==> config.mk <==
export PLATFORM = sky130hd
export DESIGN_NAME = pnpcb_top
export DESIGN_NICKNAME = d
export VERILOG_FILES = /design/src/hw/pnpcb_pkg.sv /design/src/hw/pnpcb_addr_dec.sv /design/src/hw/pnpcb_irq_route.sv /design/src/hw/pnpcb_top.sv
export SDC_FILE = /design/constraint.sdc
export NUM_CORES = 1
export LEC_CHECK = 0
export BUFFER_PORTS_ARGS = -buffer_cell sky130_fd_sc_hd__buf_2
export CAP_MARGIN = 20
export CORE_AREA = 2 2 109 111
export DETAILED_ROUTE_END_ITERATION = 12
export DIE_AREA = 0 0 111 113
export GPL_TIMING_DRIVEN = 1
export PLACE_DENSITY = 0.81
export SKIP_LAST_GASP = 1
export SLEW_MARGIN = 20
export SYNTH_ARGS = -nofsm -noshare
export SYNTH_HDL_FRONTEND = slang
export SYNTH_SLANG_ARGS = --single-unit
==> constraint.sdc <==
create_clock -name clock_i -period 2.2 [get_ports clock_i]
set_input_delay 0.11 -clock clock_i [delete_from_list [all_inputs] [get_ports clock_i]]
set_output_delay 0.11 -clock clock_i [all_outputs]
set_load 0.03 [all_outputs]
==> src/hw/pnpcb_pkg.sv <==
// Constants and carrier types shared by the PnP configuration bank.
//
// Function
// - Select zero clears PnP registers to zero
// - Select one loads PnP registers with defaults
// - Select changes only when written complemented
// - Pin select swaps disk pins for infrared
// - Address select plus key select choose access
// - Drive select picks totem-pole or open-drain in EPP or ECP mode
// - Floppy legacy bit gates DOR irq bit
// - Printer legacy bit gates PRINTER_DEVICE_CTRL irq bit
// - Serial legacy bits gate modem control bit
// - Joystick select needs base, select, A10
// - Joystick size code picks decoded bytes
// - Floppy decode on A9-A4, low nibble 0xxx
// - Disk control decode on A9-A4, 0xxx
// - Alternate status decode needs nibble 0110
// - Printer decode on A9-A2, EPP, ECP
// - Serial A decode on A9-A3
// - Serial B decode like serial A
// - DMA register routes floppy and printer requests
// - ECP irq field mirrored read-only outward
// - Route field drives one irq output
// - Registers reached only in extended mode
package pnpcb_pkg;
	localparam logic [7:0] IDX_STRAP  = 8'h16;
	localparam logic [7:0] IDX_LEGACY = 8'h17;
	localparam logic [7:0] IDX_JOY    = 8'h1e;
	localparam logic [7:0] IDX_FDC    = 8'h20;
	localparam logic [7:0] IDX_DCTL   = 8'h21;
	localparam logic [7:0] IDX_DALT   = 8'h22;
	localparam logic [7:0] IDX_PTR    = 8'h23;
	localparam logic [7:0] IDX_SERA   = 8'h24;
	localparam logic [7:0] IDX_SERB   = 8'h25;
	localparam logic [7:0] IDX_DMA    = 8'h26;
	localparam logic [7:0] IDX_PIRQ   = 8'h27;

	localparam logic [7:0] DEF_JOY  = 8'h81;
	localparam logic [7:0] DEF_FDC  = 8'hfc;
	localparam logic [7:0] DEF_DCTL = 8'h7c;
	localparam logic [7:0] DEF_DALT = 8'hfd;
	localparam logic [7:0] DEF_PTR  = 8'hde;
	localparam logic [7:0] DEF_SERA = 8'hfe;
	localparam logic [7:0] DEF_SERB = 8'hbe;
	localparam logic [7:0] DEF_DMA  = 8'h23;
	localparam logic [7:0] DEF_PIRQ = 8'h05;
	localparam logic [4:0] RST_LEGACY = 5'h00;

	localparam int BIT_PNP   = 2;
	localparam int BIT_INFRARED_DISK_PIN_SELECT = 1;
	localparam int BIT_PAS   = 0;
	localparam int BIT_PDRV  = 4;
	localparam int BIT_FDIS  = 3;
	localparam int BIT_PDIS  = 2;
	localparam int BIT_SADIS = 1;
	localparam int BIT_SBDIS = 0;

	localparam logic [3:0] NIB_JOY_ONE = 4'h1;
	localparam logic [3:0] NIB_ALT     = 4'h6;
	localparam logic [3:0] ROUTE_MAX   = 4'h8;

	typedef struct packed {
		logic joy;
		logic fdc;
		logic dctl;
		logic dalt;
		logic ptr;
		logic sera;
		logic serb;
	} pnpcb_cs_s;

	// Index 0 is pin 1, 1 is pin 91, 2 is pin 94, 3 is pin 95.
	typedef struct packed {
		logic [3:0] out;
		logic [3:0] oe;
	} pnpcb_pins_s;
endpackage

==> src/hw/pnpcb_addr_dec.sv <==
// Base-address match for one function decoder.
`timescale 1ns/1ps
`default_nettype none
module pnpcb_addr_dec #(
	parameter int MW = 6
) (
	// Programmed base and qualifiers.
	input  wire logic [MW-1:0] base_i,
	input  wire logic          en_i,
	input  wire logic          low_ok_i,
	input  wire logic          a10_free_i,
	// Host address.
	input  wire logic [10:0]   addr_i,
	input  wire logic          cs_n_i,
	// Result.
	output logic               hit_o
);
	if (MW < 1 || MW > 8) begin : g_chk
		$error("pnpcb_addr_dec: MW must be 1 to 8");
	end

	assign hit_o = en_i && low_ok_i && !cs_n_i && (a10_free_i || !addr_i[10])
		&& (base_i == addr_i[9 -: MW]);
endmodule
`default_nettype wire

==> src/hw/pnpcb_irq_route.sv <==
// Steers one interrupt source onto a selected output line.
`timescale 1ns/1ps
`default_nettype none
module pnpcb_irq_route #(
	parameter int N = 8
) (
	// Selection.
	input  wire logic [3:0]   route_i,
	input  wire logic         od_i,
	input  wire logic         irq_i,
	// Lines.
	output logic [N-1:0]      line_o,
	output logic [N-1:0]      oe_o
);
	if (N < 1 || N > 15) begin : g_chk
		$error("pnpcb_irq_route: N must be 1 to 15");
	end

	// Codes past N match no line, so every line stays released.
	for (genvar i = 0; i < N; i++) begin : g_line
		logic sel;
		assign sel = (route_i == 4'(i + 1));
		// Open-drain only pulls low and lets the wire float high.
		assign oe_o[i] = sel && (!od_i || !irq_i);
		assign line_o[i] = irq_i && !od_i;
	end
endmodule
`default_nettype wire

==> src/hw/pnpcb_top.sv <==
// Plug-and-play configuration bank with decoders and resource routing.
`timescale 1ns/1ps
`default_nettype none
module pnpcb_top (
	// Clock and reset.
	input  wire logic                  clock_i,
	input  wire logic                  srst_i,
	// Index and data port access.
	input  wire logic                  efm_i,
	input  wire logic                  idx_wr_i,
	input  wire logic                  dat_wr_i,
	input  wire logic                  dat_rd_i,
	input  wire logic [7:0]            wdata_i,
	output logic [7:0]                 rdata_o,
	// Power-on straps.
	input  wire logic                  strap_pnp_i,
	input  wire logic                  strap_infrared_disk_pin_select_i,
	input  wire logic                  strap_pas_i,
	// Configuration port access mode.
	input  wire logic                  config_enable_key_select_i,
	output logic [1:0]                 ext_access_mode_o,
	// Host address decode.
	input  wire logic [10:0]           addr_i,
	input  wire logic                  chip_select_n_i,
	output pnpcb_pkg::pnpcb_cs_s       dec_sel_o,
	// Printer interrupt.
	input  wire logic                  ptr_irq_i,
	input  wire logic                  ptr_epp_i,
	input  wire logic                  ptr_ecp_i,
	input  wire logic                  printer_device_ctrl_irq_i,
	output logic [5:0]                 irq_line_o,
	output logic [5:0]                 irq_oe_o,
	output logic [2:0]                 ecp_config_b_irq_o,
	// Legacy interrupt gates.
	input  wire logic                  floppy_dor_irq_i,
	input  wire logic                  modem_ctrl_reg_a_irq_i,
	input  wire logic                  modem_ctrl_reg_b_irq_i,
	output logic                       fdc_irq_gate_o,
	output logic                       sera_irq_gate_o,
	output logic                       serb_irq_gate_o,
	// Shared disk and infrared pins.
	input  wire logic                  disk_reset_n_i,
	input  wire logic                  disk_buffer_en_n_i,
	input  wire logic                  disk_select_0_n_i,
	input  wire logic                  disk_select_1_n_i,
	input  wire logic                  infrared_tx_second_i,
	input  wire logic [3:0]            shared_pin_i,
	output pnpcb_pkg::pnpcb_pins_s     shared_o,
	output logic                       infrared_rx_second_o,
	// DMA routing.
	input  wire logic                  floppy_drq_i,
	input  wire logic                  printer_drq_i,
	input  wire logic [2:0]            dack_n_i,
	output logic [2:0]                 drq_o,
	output logic                       floppy_dack_n_o,
	output logic                       printer_dack_n_o
);
	logic [7:0] idx_ff;
	logic [2:0] strap_ff;
	logic [4:0] legacy_ff;
	logic [7:0] joy_ff;
	logic [7:2] fdc_ff;
	logic [7:2] dctl_ff;
	logic [7:2] dalt_ff;
	logic [7:0] ptr_ff;
	logic [7:1] sera_ff;
	logic [7:1] serb_ff;
	logic [7:0] dma_ff;
	logic [2:0] pirq_hi_ff;
	logic [3:0] pirq_lo_ff;
	logic [7:0] rdata_ff;
	logic       wr_hit;
	logic       wr_strap;
	logic       pnp_tgl;
	logic       ld;
	logic       ld_def;
	logic [7:0] rd_val;

	assign wr_hit = efm_i && dat_wr_i;
	assign wr_strap = wr_hit && (idx_ff == pnpcb_pkg::IDX_STRAP);

	assign pnp_tgl = wr_strap && (wdata_i[pnpcb_pkg::BIT_PNP] != strap_ff[pnpcb_pkg::BIT_PNP]);

	// The straps seed the bank at reset exactly as a toggle would later.
	assign ld = srst_i || pnp_tgl;
	assign ld_def = srst_i ? strap_pnp_i : wdata_i[pnpcb_pkg::BIT_PNP];

	always_ff @(posedge clock_i) begin
		if (srst_i) begin
			idx_ff <= 8'h00;
		end else if (efm_i && idx_wr_i) begin
			idx_ff <= wdata_i;
		end
	end

	always_ff @(posedge clock_i) begin
		if (srst_i) begin
			strap_ff <= {strap_pnp_i, strap_infrared_disk_pin_select_i, strap_pas_i};
		end else if (wr_strap) begin
			strap_ff <= wdata_i[2:0];
		end
	end

	always_ff @(posedge clock_i) begin
		if (srst_i) begin
			legacy_ff <= pnpcb_pkg::RST_LEGACY;
		end else if (wr_hit && idx_ff == pnpcb_pkg::IDX_LEGACY) begin
			legacy_ff <= wdata_i[4:0];
		end
	end

	always_ff @(posedge clock_i) begin
		if (ld) begin
			joy_ff <= ld_def ? pnpcb_pkg::DEF_JOY : 8'h00;
			fdc_ff <= ld_def ? pnpcb_pkg::DEF_FDC[7:2] : 6'h00;
			dctl_ff <= ld_def ? pnpcb_pkg::DEF_DCTL[7:2] : 6'h00;
			dalt_ff <= ld_def ? pnpcb_pkg::DEF_DALT[7:2] : 6'h00;
			ptr_ff <= ld_def ? pnpcb_pkg::DEF_PTR : 8'h00;
			sera_ff <= ld_def ? pnpcb_pkg::DEF_SERA[7:1] : 7'h00;
			serb_ff <= ld_def ? pnpcb_pkg::DEF_SERB[7:1] : 7'h00;
			dma_ff <= ld_def ? pnpcb_pkg::DEF_DMA : 8'h00;
			pirq_hi_ff <= ld_def ? pnpcb_pkg::DEF_PIRQ[7:5] : 3'h0;
			pirq_lo_ff <= ld_def ? pnpcb_pkg::DEF_PIRQ[3:0] : 4'h0;
		end else if (wr_hit) begin
			case (idx_ff)
				pnpcb_pkg::IDX_JOY: begin
					joy_ff <= wdata_i;
				end
				pnpcb_pkg::IDX_FDC: begin
					fdc_ff <= wdata_i[7:2];
				end
				pnpcb_pkg::IDX_DCTL: begin
					dctl_ff <= wdata_i[7:2];
				end
				pnpcb_pkg::IDX_DALT: begin
					dalt_ff <= wdata_i[7:2];
				end
				pnpcb_pkg::IDX_PTR: begin
					ptr_ff <= wdata_i;
				end
				pnpcb_pkg::IDX_SERA: begin
					sera_ff <= wdata_i[7:1];
				end
				pnpcb_pkg::IDX_SERB: begin
					serb_ff <= wdata_i[7:1];
				end
				pnpcb_pkg::IDX_DMA: begin
					dma_ff <= wdata_i;
				end
				pnpcb_pkg::IDX_PIRQ: begin
					pirq_hi_ff <= wdata_i[7:5];
					pirq_lo_ff <= wdata_i[3:0];
				end
				default: begin
				end
			endcase
		end
	end

	always_comb begin
		rd_val = 8'h00;
		case (idx_ff)
			pnpcb_pkg::IDX_STRAP: rd_val = {5'h00, strap_ff};
			pnpcb_pkg::IDX_LEGACY: rd_val = {3'h0, legacy_ff};
			pnpcb_pkg::IDX_JOY: rd_val = joy_ff;
			pnpcb_pkg::IDX_FDC: rd_val = {fdc_ff, 2'h0};
			pnpcb_pkg::IDX_DCTL: rd_val = {dctl_ff, 2'h0};
			pnpcb_pkg::IDX_DALT: rd_val = {dalt_ff, 2'h1};
			pnpcb_pkg::IDX_PTR: rd_val = ptr_ff;
			pnpcb_pkg::IDX_SERA: rd_val = {sera_ff, 1'h0};
			pnpcb_pkg::IDX_SERB: rd_val = {serb_ff, 1'h0};
			pnpcb_pkg::IDX_DMA: rd_val = dma_ff;
			pnpcb_pkg::IDX_PIRQ: rd_val = {pirq_hi_ff, 1'h0, pirq_lo_ff};
			default: rd_val = 8'h00;
		endcase
	end

	always_ff @(posedge clock_i) begin
		if (srst_i) begin
			rdata_ff <= 8'h00;
		end else if (efm_i && dat_rd_i) begin
			rdata_ff <= rd_val;
		end
	end
	assign rdata_o = rdata_ff;

	pnpcb_pkg::pnpcb_cs_s hit;
	logic                 joy_low;
	logic [7:0]           ptr_base;

	always_comb begin
		case (joy_ff[1:0])
			2'h1: joy_low = (addr_i[3:0] == pnpcb_pkg::NIB_JOY_ONE);
			2'h2: joy_low = !addr_i[3];
			2'h3: joy_low = 1'b1;
			default: joy_low = 1'b0;
		endcase
	end

	assign ptr_base = ptr_epp_i ? {ptr_ff[7:1], addr_i[2]} : ptr_ff;

	pnpcb_addr_dec #(.MW(6)) u_joy (
		.base_i     (joy_ff[7:2]),
		.en_i       (joy_ff[1:0] != 2'h0),
		.low_ok_i   (joy_low),
		.a10_free_i (1'b0),
		.addr_i     (addr_i),
		.cs_n_i     (chip_select_n_i),
		.hit_o      (hit.joy)
	);

	pnpcb_addr_dec #(.MW(6)) u_fdc (
		.base_i     (fdc_ff),
		.en_i       (fdc_ff[7:6] != 2'h0),
		.low_ok_i   (!addr_i[3]),
		.a10_free_i (1'b0),
		.addr_i     (addr_i),
		.cs_n_i     (chip_select_n_i),
		.hit_o      (hit.fdc)
	);

	pnpcb_addr_dec #(.MW(6)) u_dctl (
		.base_i     (dctl_ff),
		.en_i       (dctl_ff[7:6] != 2'h0),
		.low_ok_i   (!addr_i[3]),
		.a10_free_i (1'b0),
		.addr_i     (addr_i),
		.cs_n_i     (chip_select_n_i),
		.hit_o      (hit.dctl)
	);

	pnpcb_addr_dec #(.MW(6)) u_dalt (
		.base_i     (dalt_ff),
		.en_i       (dalt_ff[7:6] != 2'h0),
		.low_ok_i   (addr_i[3:0] == pnpcb_pkg::NIB_ALT),
		.a10_free_i (1'b0),
		.addr_i     (addr_i),
		.cs_n_i     (chip_select_n_i),
		.hit_o      (hit.dalt)
	);

	pnpcb_addr_dec #(.MW(8)) u_ptr (
		.base_i     (ptr_base),
		.en_i       (ptr_ff[7:6] != 2'h0),
		.low_ok_i   (1'b1),
		.a10_free_i (ptr_ecp_i),
		.addr_i     (addr_i),
		.cs_n_i     (chip_select_n_i),
		.hit_o      (hit.ptr)
	);

	pnpcb_addr_dec #(.MW(7)) u_sera (
		.base_i     (sera_ff),
		.en_i       (sera_ff[7:6] != 2'h0),
		.low_ok_i   (1'b1),
		.a10_free_i (1'b0),
		.addr_i     (addr_i),
		.cs_n_i     (chip_select_n_i),
		.hit_o      (hit.sera)
	);

	pnpcb_addr_dec #(.MW(7)) u_serb (
		.base_i     (serb_ff),
		.en_i       (serb_ff[7:6] != 2'h0),
		.low_ok_i   (1'b1),
		.a10_free_i (1'b0),
		.addr_i     (addr_i),
		.cs_n_i     (chip_select_n_i),
		.hit_o      (hit.serb)
	);

	logic       ptr_irq_g;
	logic       ptr_od;
	logic [7:0] r_line;
	logic [7:0] r_oe;

	assign ptr_irq_g = ptr_irq_i && (legacy_ff[pnpcb_pkg::BIT_PDIS] || printer_device_ctrl_irq_i);

	assign ptr_od = !legacy_ff[pnpcb_pkg::BIT_PDRV] && (ptr_epp_i || ptr_ecp_i);

	pnpcb_irq_route #(.N(8)) u_route (
		.route_i (pirq_lo_ff),
		.od_i    (ptr_od),
		.irq_i   (ptr_irq_g),
		.line_o  (r_line),
		.oe_o    (r_oe)
	);

	pnpcb_pkg::pnpcb_pins_s pins;
	logic [2:0]             drq;
	logic                   f_dack_n;
	logic                   p_dack_n;

	always_comb begin
		if (strap_ff[pnpcb_pkg::BIT_INFRARED_DISK_PIN_SELECT]) begin
			pins.out = {infrared_tx_second_i, 1'b0, r_line[7], r_line[6]};
			pins.oe = {1'b1, 1'b0, r_oe[7], r_oe[6]};
		end else begin
			pins.out = {disk_select_1_n_i, disk_select_0_n_i, disk_buffer_en_n_i, disk_reset_n_i};
			pins.oe = 4'hf;
		end
	end

	always_comb begin
		drq = 3'h0;
		f_dack_n = 1'b1;
		p_dack_n = 1'b1;
		for (int k = 0; k < 3; k++) begin
			if (dma_ff[7:4] == 4'(k + 1)) begin
				drq[k] = drq[k] | floppy_drq_i;
				f_dack_n = dack_n_i[k];
			end
			if (dma_ff[3:0] == 4'(k + 1)) begin
				drq[k] = drq[k] | printer_drq_i;
				p_dack_n = dack_n_i[k];
			end
		end
	end

	// Everything outward is registered, so each pin lags its cause by one edge.
	always_ff @(posedge clock_i) begin
		if (srst_i) begin
			dec_sel_o <= '0;
			irq_line_o <= 6'h00;
			irq_oe_o <= 6'h00;
			shared_o <= '0;
			infrared_rx_second_o <= 1'b0;
			drq_o <= 3'h0;
			floppy_dack_n_o <= 1'b1;
			printer_dack_n_o <= 1'b1;
		end else begin
			dec_sel_o <= hit;
			irq_line_o <= r_line[5:0];
			irq_oe_o <= r_oe[5:0];
			shared_o <= pins;
			infrared_rx_second_o <= strap_ff[pnpcb_pkg::BIT_INFRARED_DISK_PIN_SELECT] && shared_pin_i[2];
			drq_o <= drq;
			floppy_dack_n_o <= f_dack_n;
			printer_dack_n_o <= p_dack_n;
		end
	end

	always_ff @(posedge clock_i) begin
		if (srst_i) begin
			fdc_irq_gate_o <= 1'b0;
			sera_irq_gate_o <= 1'b0;
			serb_irq_gate_o <= 1'b0;
			ext_access_mode_o <= 2'h0;
			ecp_config_b_irq_o <= 3'h0;
		end else begin
			fdc_irq_gate_o <= legacy_ff[pnpcb_pkg::BIT_FDIS] || floppy_dor_irq_i;
			sera_irq_gate_o <= legacy_ff[pnpcb_pkg::BIT_SADIS] || modem_ctrl_reg_a_irq_i;
			serb_irq_gate_o <= legacy_ff[pnpcb_pkg::BIT_SBDIS] || modem_ctrl_reg_b_irq_i;
			ext_access_mode_o <= {config_enable_key_select_i, strap_ff[pnpcb_pkg::BIT_PAS]};
			ecp_config_b_irq_o <= pirq_hi_ff;
		end
	end
endmodule
`default_nettype wire

Yosys cells after proc, flatten, opt, wreduce, memory -nomap -nowiden
Index checks and enable logic that the tools add are counted.
{ "op_classes": {"n_eq_ne": 38, "mux": 54, "bitwise": 3, "n_reduce_logical": 86} }
{ "op_table": {"columns": ["operator", "count"], "rows": [
  ["$mux 8", 12],
  ["$pmux 8 s11", 1],
  ["$mux 6", 11],
  ["$eq 8x6->1 const B", 8],
  ["$mux 7", 8],
  ["$logic_and 1x1->1", 43],
  ["$reduce_bool 2->1", 18],
  ["$eq 4x2->1 const B", 6],
  ["$eq 6x6->1", 4],
  ["$eq 8x5->1 const B", 3],
  ["$eq 4x3->1 const B", 5],
  ["$reduce_and 2->1", 10],
  ["$eq 4x1->1 const B", 4],
  ["$eq 7x7->1", 2],
  ["$mux 1", 14],
  ["$mux 4", 3],
  ["$mux 3", 3],
  ["$eq 8x8->1", 1],
  ["$logic_or 1x1->1", 8],
  ["$logic_not 1->1", 6],
  ["$mux 5", 1],
  ["$eq 2x2->1 const B", 2],
  ["$eq 4x4->1 const B", 1],
  ["$or 1x1->1", 3],
  ["4 further kinds", 4]
]} }
{ "totals": {"regBits": 123, "input_bits": 51, "output_inout_bits": 49, "word_cells": 216} }

Depth between registers and ports, before layout
Gate-level depths: netlist of run 1.
{ "logic_depth": {"ltp_word": 6, "depth_mapped": 7, "ltp_nobuf": 5} }

Cells and area by module
From an unflattened synthesis of run 1, not the netlist that was laid out.
{ "hier_totals": {"hier_cells": 536, "area_unflattened_um2": 5935.7} }
{ "by_module_without_submodules": {"columns": ["module", "instances", "cells_per_inst", "area_each_um2", "seq_area_each_um2"], "rows": [
  ["pnpcb_top", 1, 431, 5124.9, 3193.1],
  ["pnpcb_addr_dec at u_dalt ...", 4, 11, 86.3, 0.0],
  ["pnpcb_addr_dec at u_sera ...", 2, 14, 108.9, 0.0],
  ["pnpcb_irq_route", 1, 20, 140.1, 0.0],
  ["pnpcb_addr_dec at u_ptr", 1, 13, 107.6, 0.0]
]} }

Least setup slack after synthesis of run 1
Ideal clock, no wire load.
{ "synth_path": {"path_type": "register to register", "startpoint": "register idx_ff[3]", "endpoint": "register sera_ff[1] (netlist name), enable pin", "setup_ns": 0.393, "arrival_time_ns": 1.819, "required_ns": 1.807, "path_slack_ns": -0.012, "stages_incl_launch_ff": 4, "n_path_buf": 0, "synth_period_minus_slack_ns": 2.212, "cell_sequence": "dfxtp_1 nor4b_4 nand3b_4 o41ai_1"} }
{ "synth_between": {"elab_chain_cells": 6, "word_cells_on_any_way": 8, "classes_between": "eq/ne (2); reduce/logical (6)"} }
{ "synth_lines": {"columns": ["item", "line_no", "text"], "rows": [
  ["from (decl)", "pnpcb_top.sv:58", "logic [7:0] idx_ff;"],
  ["from (signal assigned)", "pnpcb_top.sv:92", "idx_ff <= wdata_i;"],
  ["$eq 8x5->1", "pnpcb_top.sv:80", "assign wr_strap = wr_hit && (idx_ff == pnpcb_pkg::IDX_STRAP);"],
  ["$logic_and 1x1->1", "pnpcb_top.sv:80", null],
  ["$logic_and 1x1->1", "pnpcb_top.sv:82", "assign pnp_tgl = wr_strap && (wdata_i[pnpcb_pkg::BIT_PNP] != strap_ff[pnpcb_pkg::BIT_PNP]);"],
  ["$logic_or 1x1->1", "pnpcb_top.sv:85", "assign ld = srst_i || pnp_tgl;"],
  ["$reduce_bool 2->1 (no source line)", null, null],
  ["$reduce_and 2->1 (no source line) (*)", null, null],
  ["to (signal assigned)", "pnpcb_top.sv:119", "sera_ff <= ld_def ? pnpcb_pkg::DEF_SERA[7:1] : 7'h00;"],
  ["to (signal assigned)", "pnpcb_top.sv:142", "sera_ff <= wdata_i[7:1];"],
  ["to (decl)", "pnpcb_top.sv:66", "logic [7:1] sera_ff;"]
]} }
Mark *: on every way between the ends. The rest lies on a longest branch, timed or not.
A chain may end at the register's enable or synchronous reset.

Worst setup path in the final report of run 1
{ "layout_path": {"startpoint": "register idx_ff[7]", "endpoint": "register dctl_ff[3] (netlist name), data pin"} }
{ "layout_between": {"elab_chain_cells": 5} }
{ "layout_lines": {"columns": ["item", "line_no", "text"], "rows": [
  ["$eq 8x5->1", "pnpcb_top.sv:80", null],
  ["$logic_and 1x1->1", "pnpcb_top.sv:80", null],
  ["$logic_and 1x1->1", "pnpcb_top.sv:82", null],
  ["$logic_or 1x1->1", "pnpcb_top.sv:85", null],
  ["$mux 6", "pnpcb_top.sv:113", "if (ld) begin"],
  ["to (signal assigned)", "pnpcb_top.sv:116", "dctl_ff <= ld_def ? pnpcb_pkg::DEF_DCTL[7:2] : 6'h00;"],
  ["to (signal assigned)", "pnpcb_top.sv:133", "dctl_ff <= wdata_i[7:2];"],
  ["to (decl)", "pnpcb_top.sv:63", "logic [7:2] dctl_ff;"]
]} }
No other way between the ends.

==> results_dict.tcl, run 1 <==
set metrics [dict create \
    final.setup_skew_ns 0.009997 \
    synth-adder-area-share 0 \
    final_cell_mix "buf_2, edfxtp_1, dfxtp_1, nand2_1, nor2_1" \
    syn_avg_cell_area_sq_um 11.00 \
    die_y_microns 113 \
    num_vias 4776 \
    synthXorXnorAreaFrac 0.06441 \
    grt_util_all_layers 0.2731 \
    syn_area_sq_um 5575 \
    synth_edf_count 63 \
    timing_worst_setup_path_type "reg -> reg" \
    power_mw 6.003 \
    hold_viol 0 \
    status "finished, final reports clean" \
    grt_max_degree 42 \
    drv_cap 0 \
    routed_via_density 6.061 \
    synth-async-reset-ratio 0 \
    routedWlPerCell_microns 21.44 \
    fin_crit_ns 2.070 \
    place_congestion 0.9722 \
    fmax_ghz 0.4831 \
    synth.area.mux_share 0.04488 \
    io_buffers 96 \
    synth_top_flop_cell "edfxtp_1" \
    drc 0 \
    syn2layout_area_growth_pct 26.46 \
    syn_inst 507 \
    clk_latency_ns 0.41 \
    placed_area_sq_um 6246 \
    setup_viol 0 \
    synth_nets 558 \
    grt_pass1_wl_microns 25920 \
    clockBufferDepth 2 \
    num_rows 39 \
    io_pins 100 \
    cts_root_buf "clkbuf_16" \
    cts_tree "built" \
    diodes 0 \
    fp.dieW_microns 111 \
    synthSimpleGateAreaFrac 0.1670 \
    synth_seq_area_share 0.5548 \
    cts_sinks 123 \
    start_util 0.4946 \
    endpoint_kind "flip-flop" \
    antenna_found_initial 0 \
    numCtsBuffers 17 \
    nets 683 \
    grt_pass1_vias 4678 \
    synth_top_family_by_area "simple AND/OR/NAND/NOR gates" \
    cts_htree_levels 4 \
    final_layout_size_suffix_gt1_frac 0.2605 \
    overflow 0 \
    routed_wl_microns 16890 \
    clk_pin_slew_worst_paths_ns 0.06 \
    critPathMaxFanout 7 \
    coreArea_sq_um 11270 \
    drt_first_iter_violations 723 \
    post_cts_resized 0 \
    synth-compound-area-share 0.1324 \
    hpwl_microns 11790 \
    irDropWorstVdd_mv 0.4175 \
    start_kind "flip-flop" \
    slew_headroom 0.3928 \
    critPathRequiredTime_ns 2.30 \
    die_area_sq_um 12540 \
    final.period_utilization 0.9408 \
    hold_ws_ns 0.01352 \
    rsz0062_at_grt "false" \
    fin_tns_setup_ns 0 \
    firstDrtPassIters 7 \
    yosys_warnings 0 \
    worst_slew_pin_slew_ns 0.9009 \
    slew_violations 0 \
    pwr_density_cell_nw_per_um2 851.4 \
    final_common_cell "buf_2" \
    yosysUniqueCellTypes 65 \
    arrival_ns 2.17 \
    ant_nets 0 \
    power.leakage_nw 2.680 \
    synth_seq_cells 123 \
    postLayoutCellArea_sq_um 7051 \
    worstHoldPathType "in -> reg" \
]
==> timing repair <==
action | 4_1_cts | 5_1_grt
hold buffers | 22 | 0
endpoints found under the hold margin | 23 | 0
buffers inserted | 0 | 0
setup endpoints to repair | 0 | 0
==> synthesized netlist by cell type (all sizes together), types with 4 or more instances <==
master	count	area share
a211oi	5	0.0067
a21oi	28	0.025
a221oi	6	0.011
a31oi	7	0.0079
and2	11	0.012
buf	19	0.020
clkbuf	14	0.0094
dfxtp	60	0.22
edfxtp	63	0.34
inv	10	0.0067
mux2	4	0.0081
mux2i	16	0.029
nand2	37	0.025
nand2b	11	0.013
nand3	20	0.018
nand4	10	0.011
nor2	35	0.025
nor2b	8	0.0090
nor3	7	0.0063
nor4	7	0.0079
nor4b	7	0.014
o21a	7	0.0094
o21ai	26	0.025
o22ai	4	0.0045
xnor2	33	0.052
xor2	8	0.013
==> through the flow <==
| step | utilization | std cells | setup slack [ns] |
|---|---|---|---|
| after floorplan | - | 507 | 0.05392 |
| after global placement | 0.5541 | 734 | 0.2821 |
| after detailed placement | 0.5541 | 734 | 0.1938 |
| after CTS | 0.6255 | 788 | 0.1628 |
| after global routing | 0.6255 | 788 | 0.03188 |
| final | 0.6255 | 788 | 0.1302 |
==> logic make-up (layout without fill, tap and decap cells) <==
logic type / after synthesis / in the layout
multiplexers: 22 / 22
flip-flops: 123 / 123
AND/OR/NAND/NOR: 168 / 168
AO/OA/AOI/OAI: 110 / 110
XOR/XNOR: 41 / 41
buffers and inverters: 43 / 181
==> layer usage <==
| metal | track usage | wire [microns] |
|---|---|---|
| met1 | 0.3626 | 6481 |
| met2 | 0.4315 | 7953 |
| met3 | 0.04499 | 1658 |
| met4 | 0.1508 | 801 |
| met5 | 0 | 0 |
==> power breakdown <==
part | total (mW) | internal (mW) | switching [mW]
Sequential | 2.68 | 2.56 | 0.118
Combinational | 0.650 | 0.264 | 0.387
Clock | 2.68 | 1.65 | 1.03
==> worst max-delay path: stages (launching register included) <==
cell	delay [ns]
dfxtp_1	0.40
and4bb_4	0.38
nand2_2	0.10
o31ai_1	0.34
nand2b_1	0.26
o21a_1	0.29
==> registers in the layout, summed over array words and instances (netlist names), 4 cells and up <==
signal,count
rdata_o,8
sera_ff,7
dctl_ff,6
serb_ff,7
ptr_ff,8
legacy_ff,5
idx_ff,8
dalt_ff,6
dma_ff,8
pirq_lo_ff,4
fdc_ff,6
shared_o,8
dec_sel_o,7
joy_ff,8
irq_oe_o,6
==> layout make-up <==
| type | count | area (sq um) |
|---|---|---|
| Fill cell | 832 | 4222 |
| Clock inverter | 10 | 77.57 |
| Inverter | 10 | 37.54 |
| Tap cell | 143 | 178.9 |
| Timing Repair Buffer | 139 | 870.8 |
| Multi-Input combinational cell | 341 | 2286 |
| Clock buffer | 22 | 506.7 |
| Sequential cell | 123 | 3093 |
==> worst paths after layout <==
path / slack, ns / start / depth (start not counted) / endpoint
setup / recovery: 0.13 / idx_ff[7] / 5 / dctl_ff[3]
hold / removal: 0.01 / strap_infrared_disk_pin_select_i / 2 / strap_ff[1]
hold reg to reg: 0.45 / rdata_o[1] / 2 / rdata_o[1]
setup reg to reg: 0.13 / idx_ff[7] / 5 / dctl_ff[3]
(Power assumes the default switching activity.)
==> inputs of run 2 (changes only) <==
- CORE_AREA: 2 2 109 111 -> 2 2 100 102
- DIE_AREA: 0 0 111 113 -> 0 0 102 104
- PLACE_DENSITY: 0.81 -> 0.9
- clock period: 2.2 -> 2.5 ns (I/O delays scaled with it)
==> results_dict.tcl, run 2 (synthesis results as in run 1) <==
set metrics [dict create \
    rsz0062_at_grt "false" \
    final.period_utilization 0.9528 \
    endpoint_kind "flip-flop" \
    dr_wl_met2_microns 9022 \
    cts_htree_levels 4 \
    wl_met3_microns 3036 \
    r2r_cells 4 \
    slew_violations 0 \
    place_congestion 1.022 \
    final.setup_skew_ns 0.01393 \
    max_stage_delay_ns 0.62 \
    critPathMaxFanout 6 \
    postCtsSetupBuffers 0 \
    clockBufferDepth 2 \
    routed_wl_microns 20720 \
    worstHoldPathType "in -> reg" \
    start_util 0.5839 \
    cts_sinks 123 \
    worst_slew_pin_slew_ns 0.7526 \
    ant_nets 0 \
    topRoutingLayerUsed "met4" \
    final_common_cell "buf_2" \
    pwr_density_cell_nw_per_um2 740.2 \
    grt_max_degree 34 \
    final_layout_size_suffix_gt1_frac 0.2474 \
    hold_viol 0 \
    drv_cap 0 \
    clk_latency_ns 0.54 \
    grt_util_all_layers 0.4000 \
    fin_tns_setup_ns 0 \
    fin_crit_ns 2.382 \
    firstDrtPassIters 7 \
    syn2layout_area_growth_pct 29.24 \
    min_path_cells 5 \
    multiInputGateArea_sq_um 2281 \
    critPathRequiredTime_ns 2.74 \
    routedWlPerCell_microns 25.90 \
    slew_headroom 0.4929 \
    nets 705 \
    diodes 0 \
    timing_worst_setup_path_type "reg -> reg" \
    status "finished, final reports clean" \
    cts_tree "built" \
    numCtsBuffers 17 \
    cp_cell_sequence "nor4b_4 -> nand2_1 -> o41ai_1 -> buf_4" \
    drc 0 \
    num_vias 5379 \
    seq_area_sq_um 3093 \
    io_pins 100 \
    irDropWorstVdd_mv 0.5483 \
    clk_pin_slew_worst_paths_ns 0.06 \
    num_rows 36 \
    overflow 0 \
    grt_pass1_vias 5381 \
    drt-met1-wl_microns 6743 \
    die_y_microns 104 \
    routed_via_density 6.724 \
    setup_viol 0 \
    hpwl_microns 11440 \
    arrival_ns 2.62 \
    io_buffers 96 \
    start_kind "flip-flop" \
    antenna_found_initial 0 \
    fmax_ghz 0.4198 \
    coreArea_sq_um 9549 \
    n_fill_cell 588 \
    power_mw 5.333 \
    cp_slowest_cell "nor4b_4" \
    drt_first_iter_violations 1013 \
    power.leakage_nw 2.762 \
    cts_root_buf "clkbuf_8" \
    die_area_sq_um 10610 \
    fp.dieW_microns 102 \
    grt_pass1_wl_microns 30920 \
    final_cell_mix "buf_2, edfxtp_1, dfxtp_1, dlygate4sd3_1, nand2_1" \
]
-- run 2: cell count changes in the layout (fill, tap and decap cells not counted), moves of 3 or more --
cell	delta
dlygate4sd3_1	+23
clkinv_2	+5
clkinv_4	-4
clkbuf_16	-3
clkbuf_8	+3
-- run 2: routing by layer --
layer,track usage,vias to the layer above
li1,-,2163
met1,0.4861,2455
met2,0.5921,562
met3,0.1371,199
met4,0.2743,0
met5,0,-
-- run 2: metrics by stage --
stage	util	worst slack, ns	hold slack, ns	instances	area [sq um]
after global placement	0.6499	0.4980	0.3263	723	6206
after CTS	0.7543	0.3579	0.01363	800	7203
final	0.7546	0.1181	0.02642	800	7206
after detailed placement	0.6499	0.4694	0.3261	723	6206
after floorplan	-	0.2879	0.2408	507	5575
after global routing	0.7546	0.1397	0.06465	800	7206
-- run 2: critical path, delay by kind of cell (launching register included) --
family,cells,cell delay [ns]
AND/OR/NAND/NOR,2,0.94
AO/OA/AOI/OAI,1,0.45
flip-flops,1,0.43
buffers and inverters,1,0.26
-- run 2: what timing repair did --
action	4_1_cts	5_1_grt
endpoints found under the setup margin	0	4
hold buffers	45	0
resized for setup	0	1
endpoints found under the hold margin	44	0
-- run 2: power by group --
group,switching (mW),total (mW),internal (mW),leakage [nW]
Combinational,0.371,0.621,0.250,1.38
Sequential,0.131,2.38,2.25,1.10
Clock,0.915,2.33,1.41,0.279
Total,1.42,5.33,3.92,2.76
-- run 2: cell type report --
cell class | count | area share
sequential | 123 | 0.4292
multi-input combinational | 341 | 0.3165
timing repair buffer | 161 | 0.1500
clock buffer | 24 | 0.06668
tap | 133 | 0.02309
clock inverter | 8 | 0.009203
inverter | 10 | 0.005209
-- run 2: final timing paths --
check	slack (ns)	end	start
hold / removal	0.03	printer_dack_n_o	dack_n_i[2]
setup reg to reg	0.12	fdc_ff[2]	idx_ff[3]
hold reg to reg	0.45	rdata_o[1]	rdata_o[1]
setup / recovery	0.12	fdc_ff[2]	idx_ff[3]
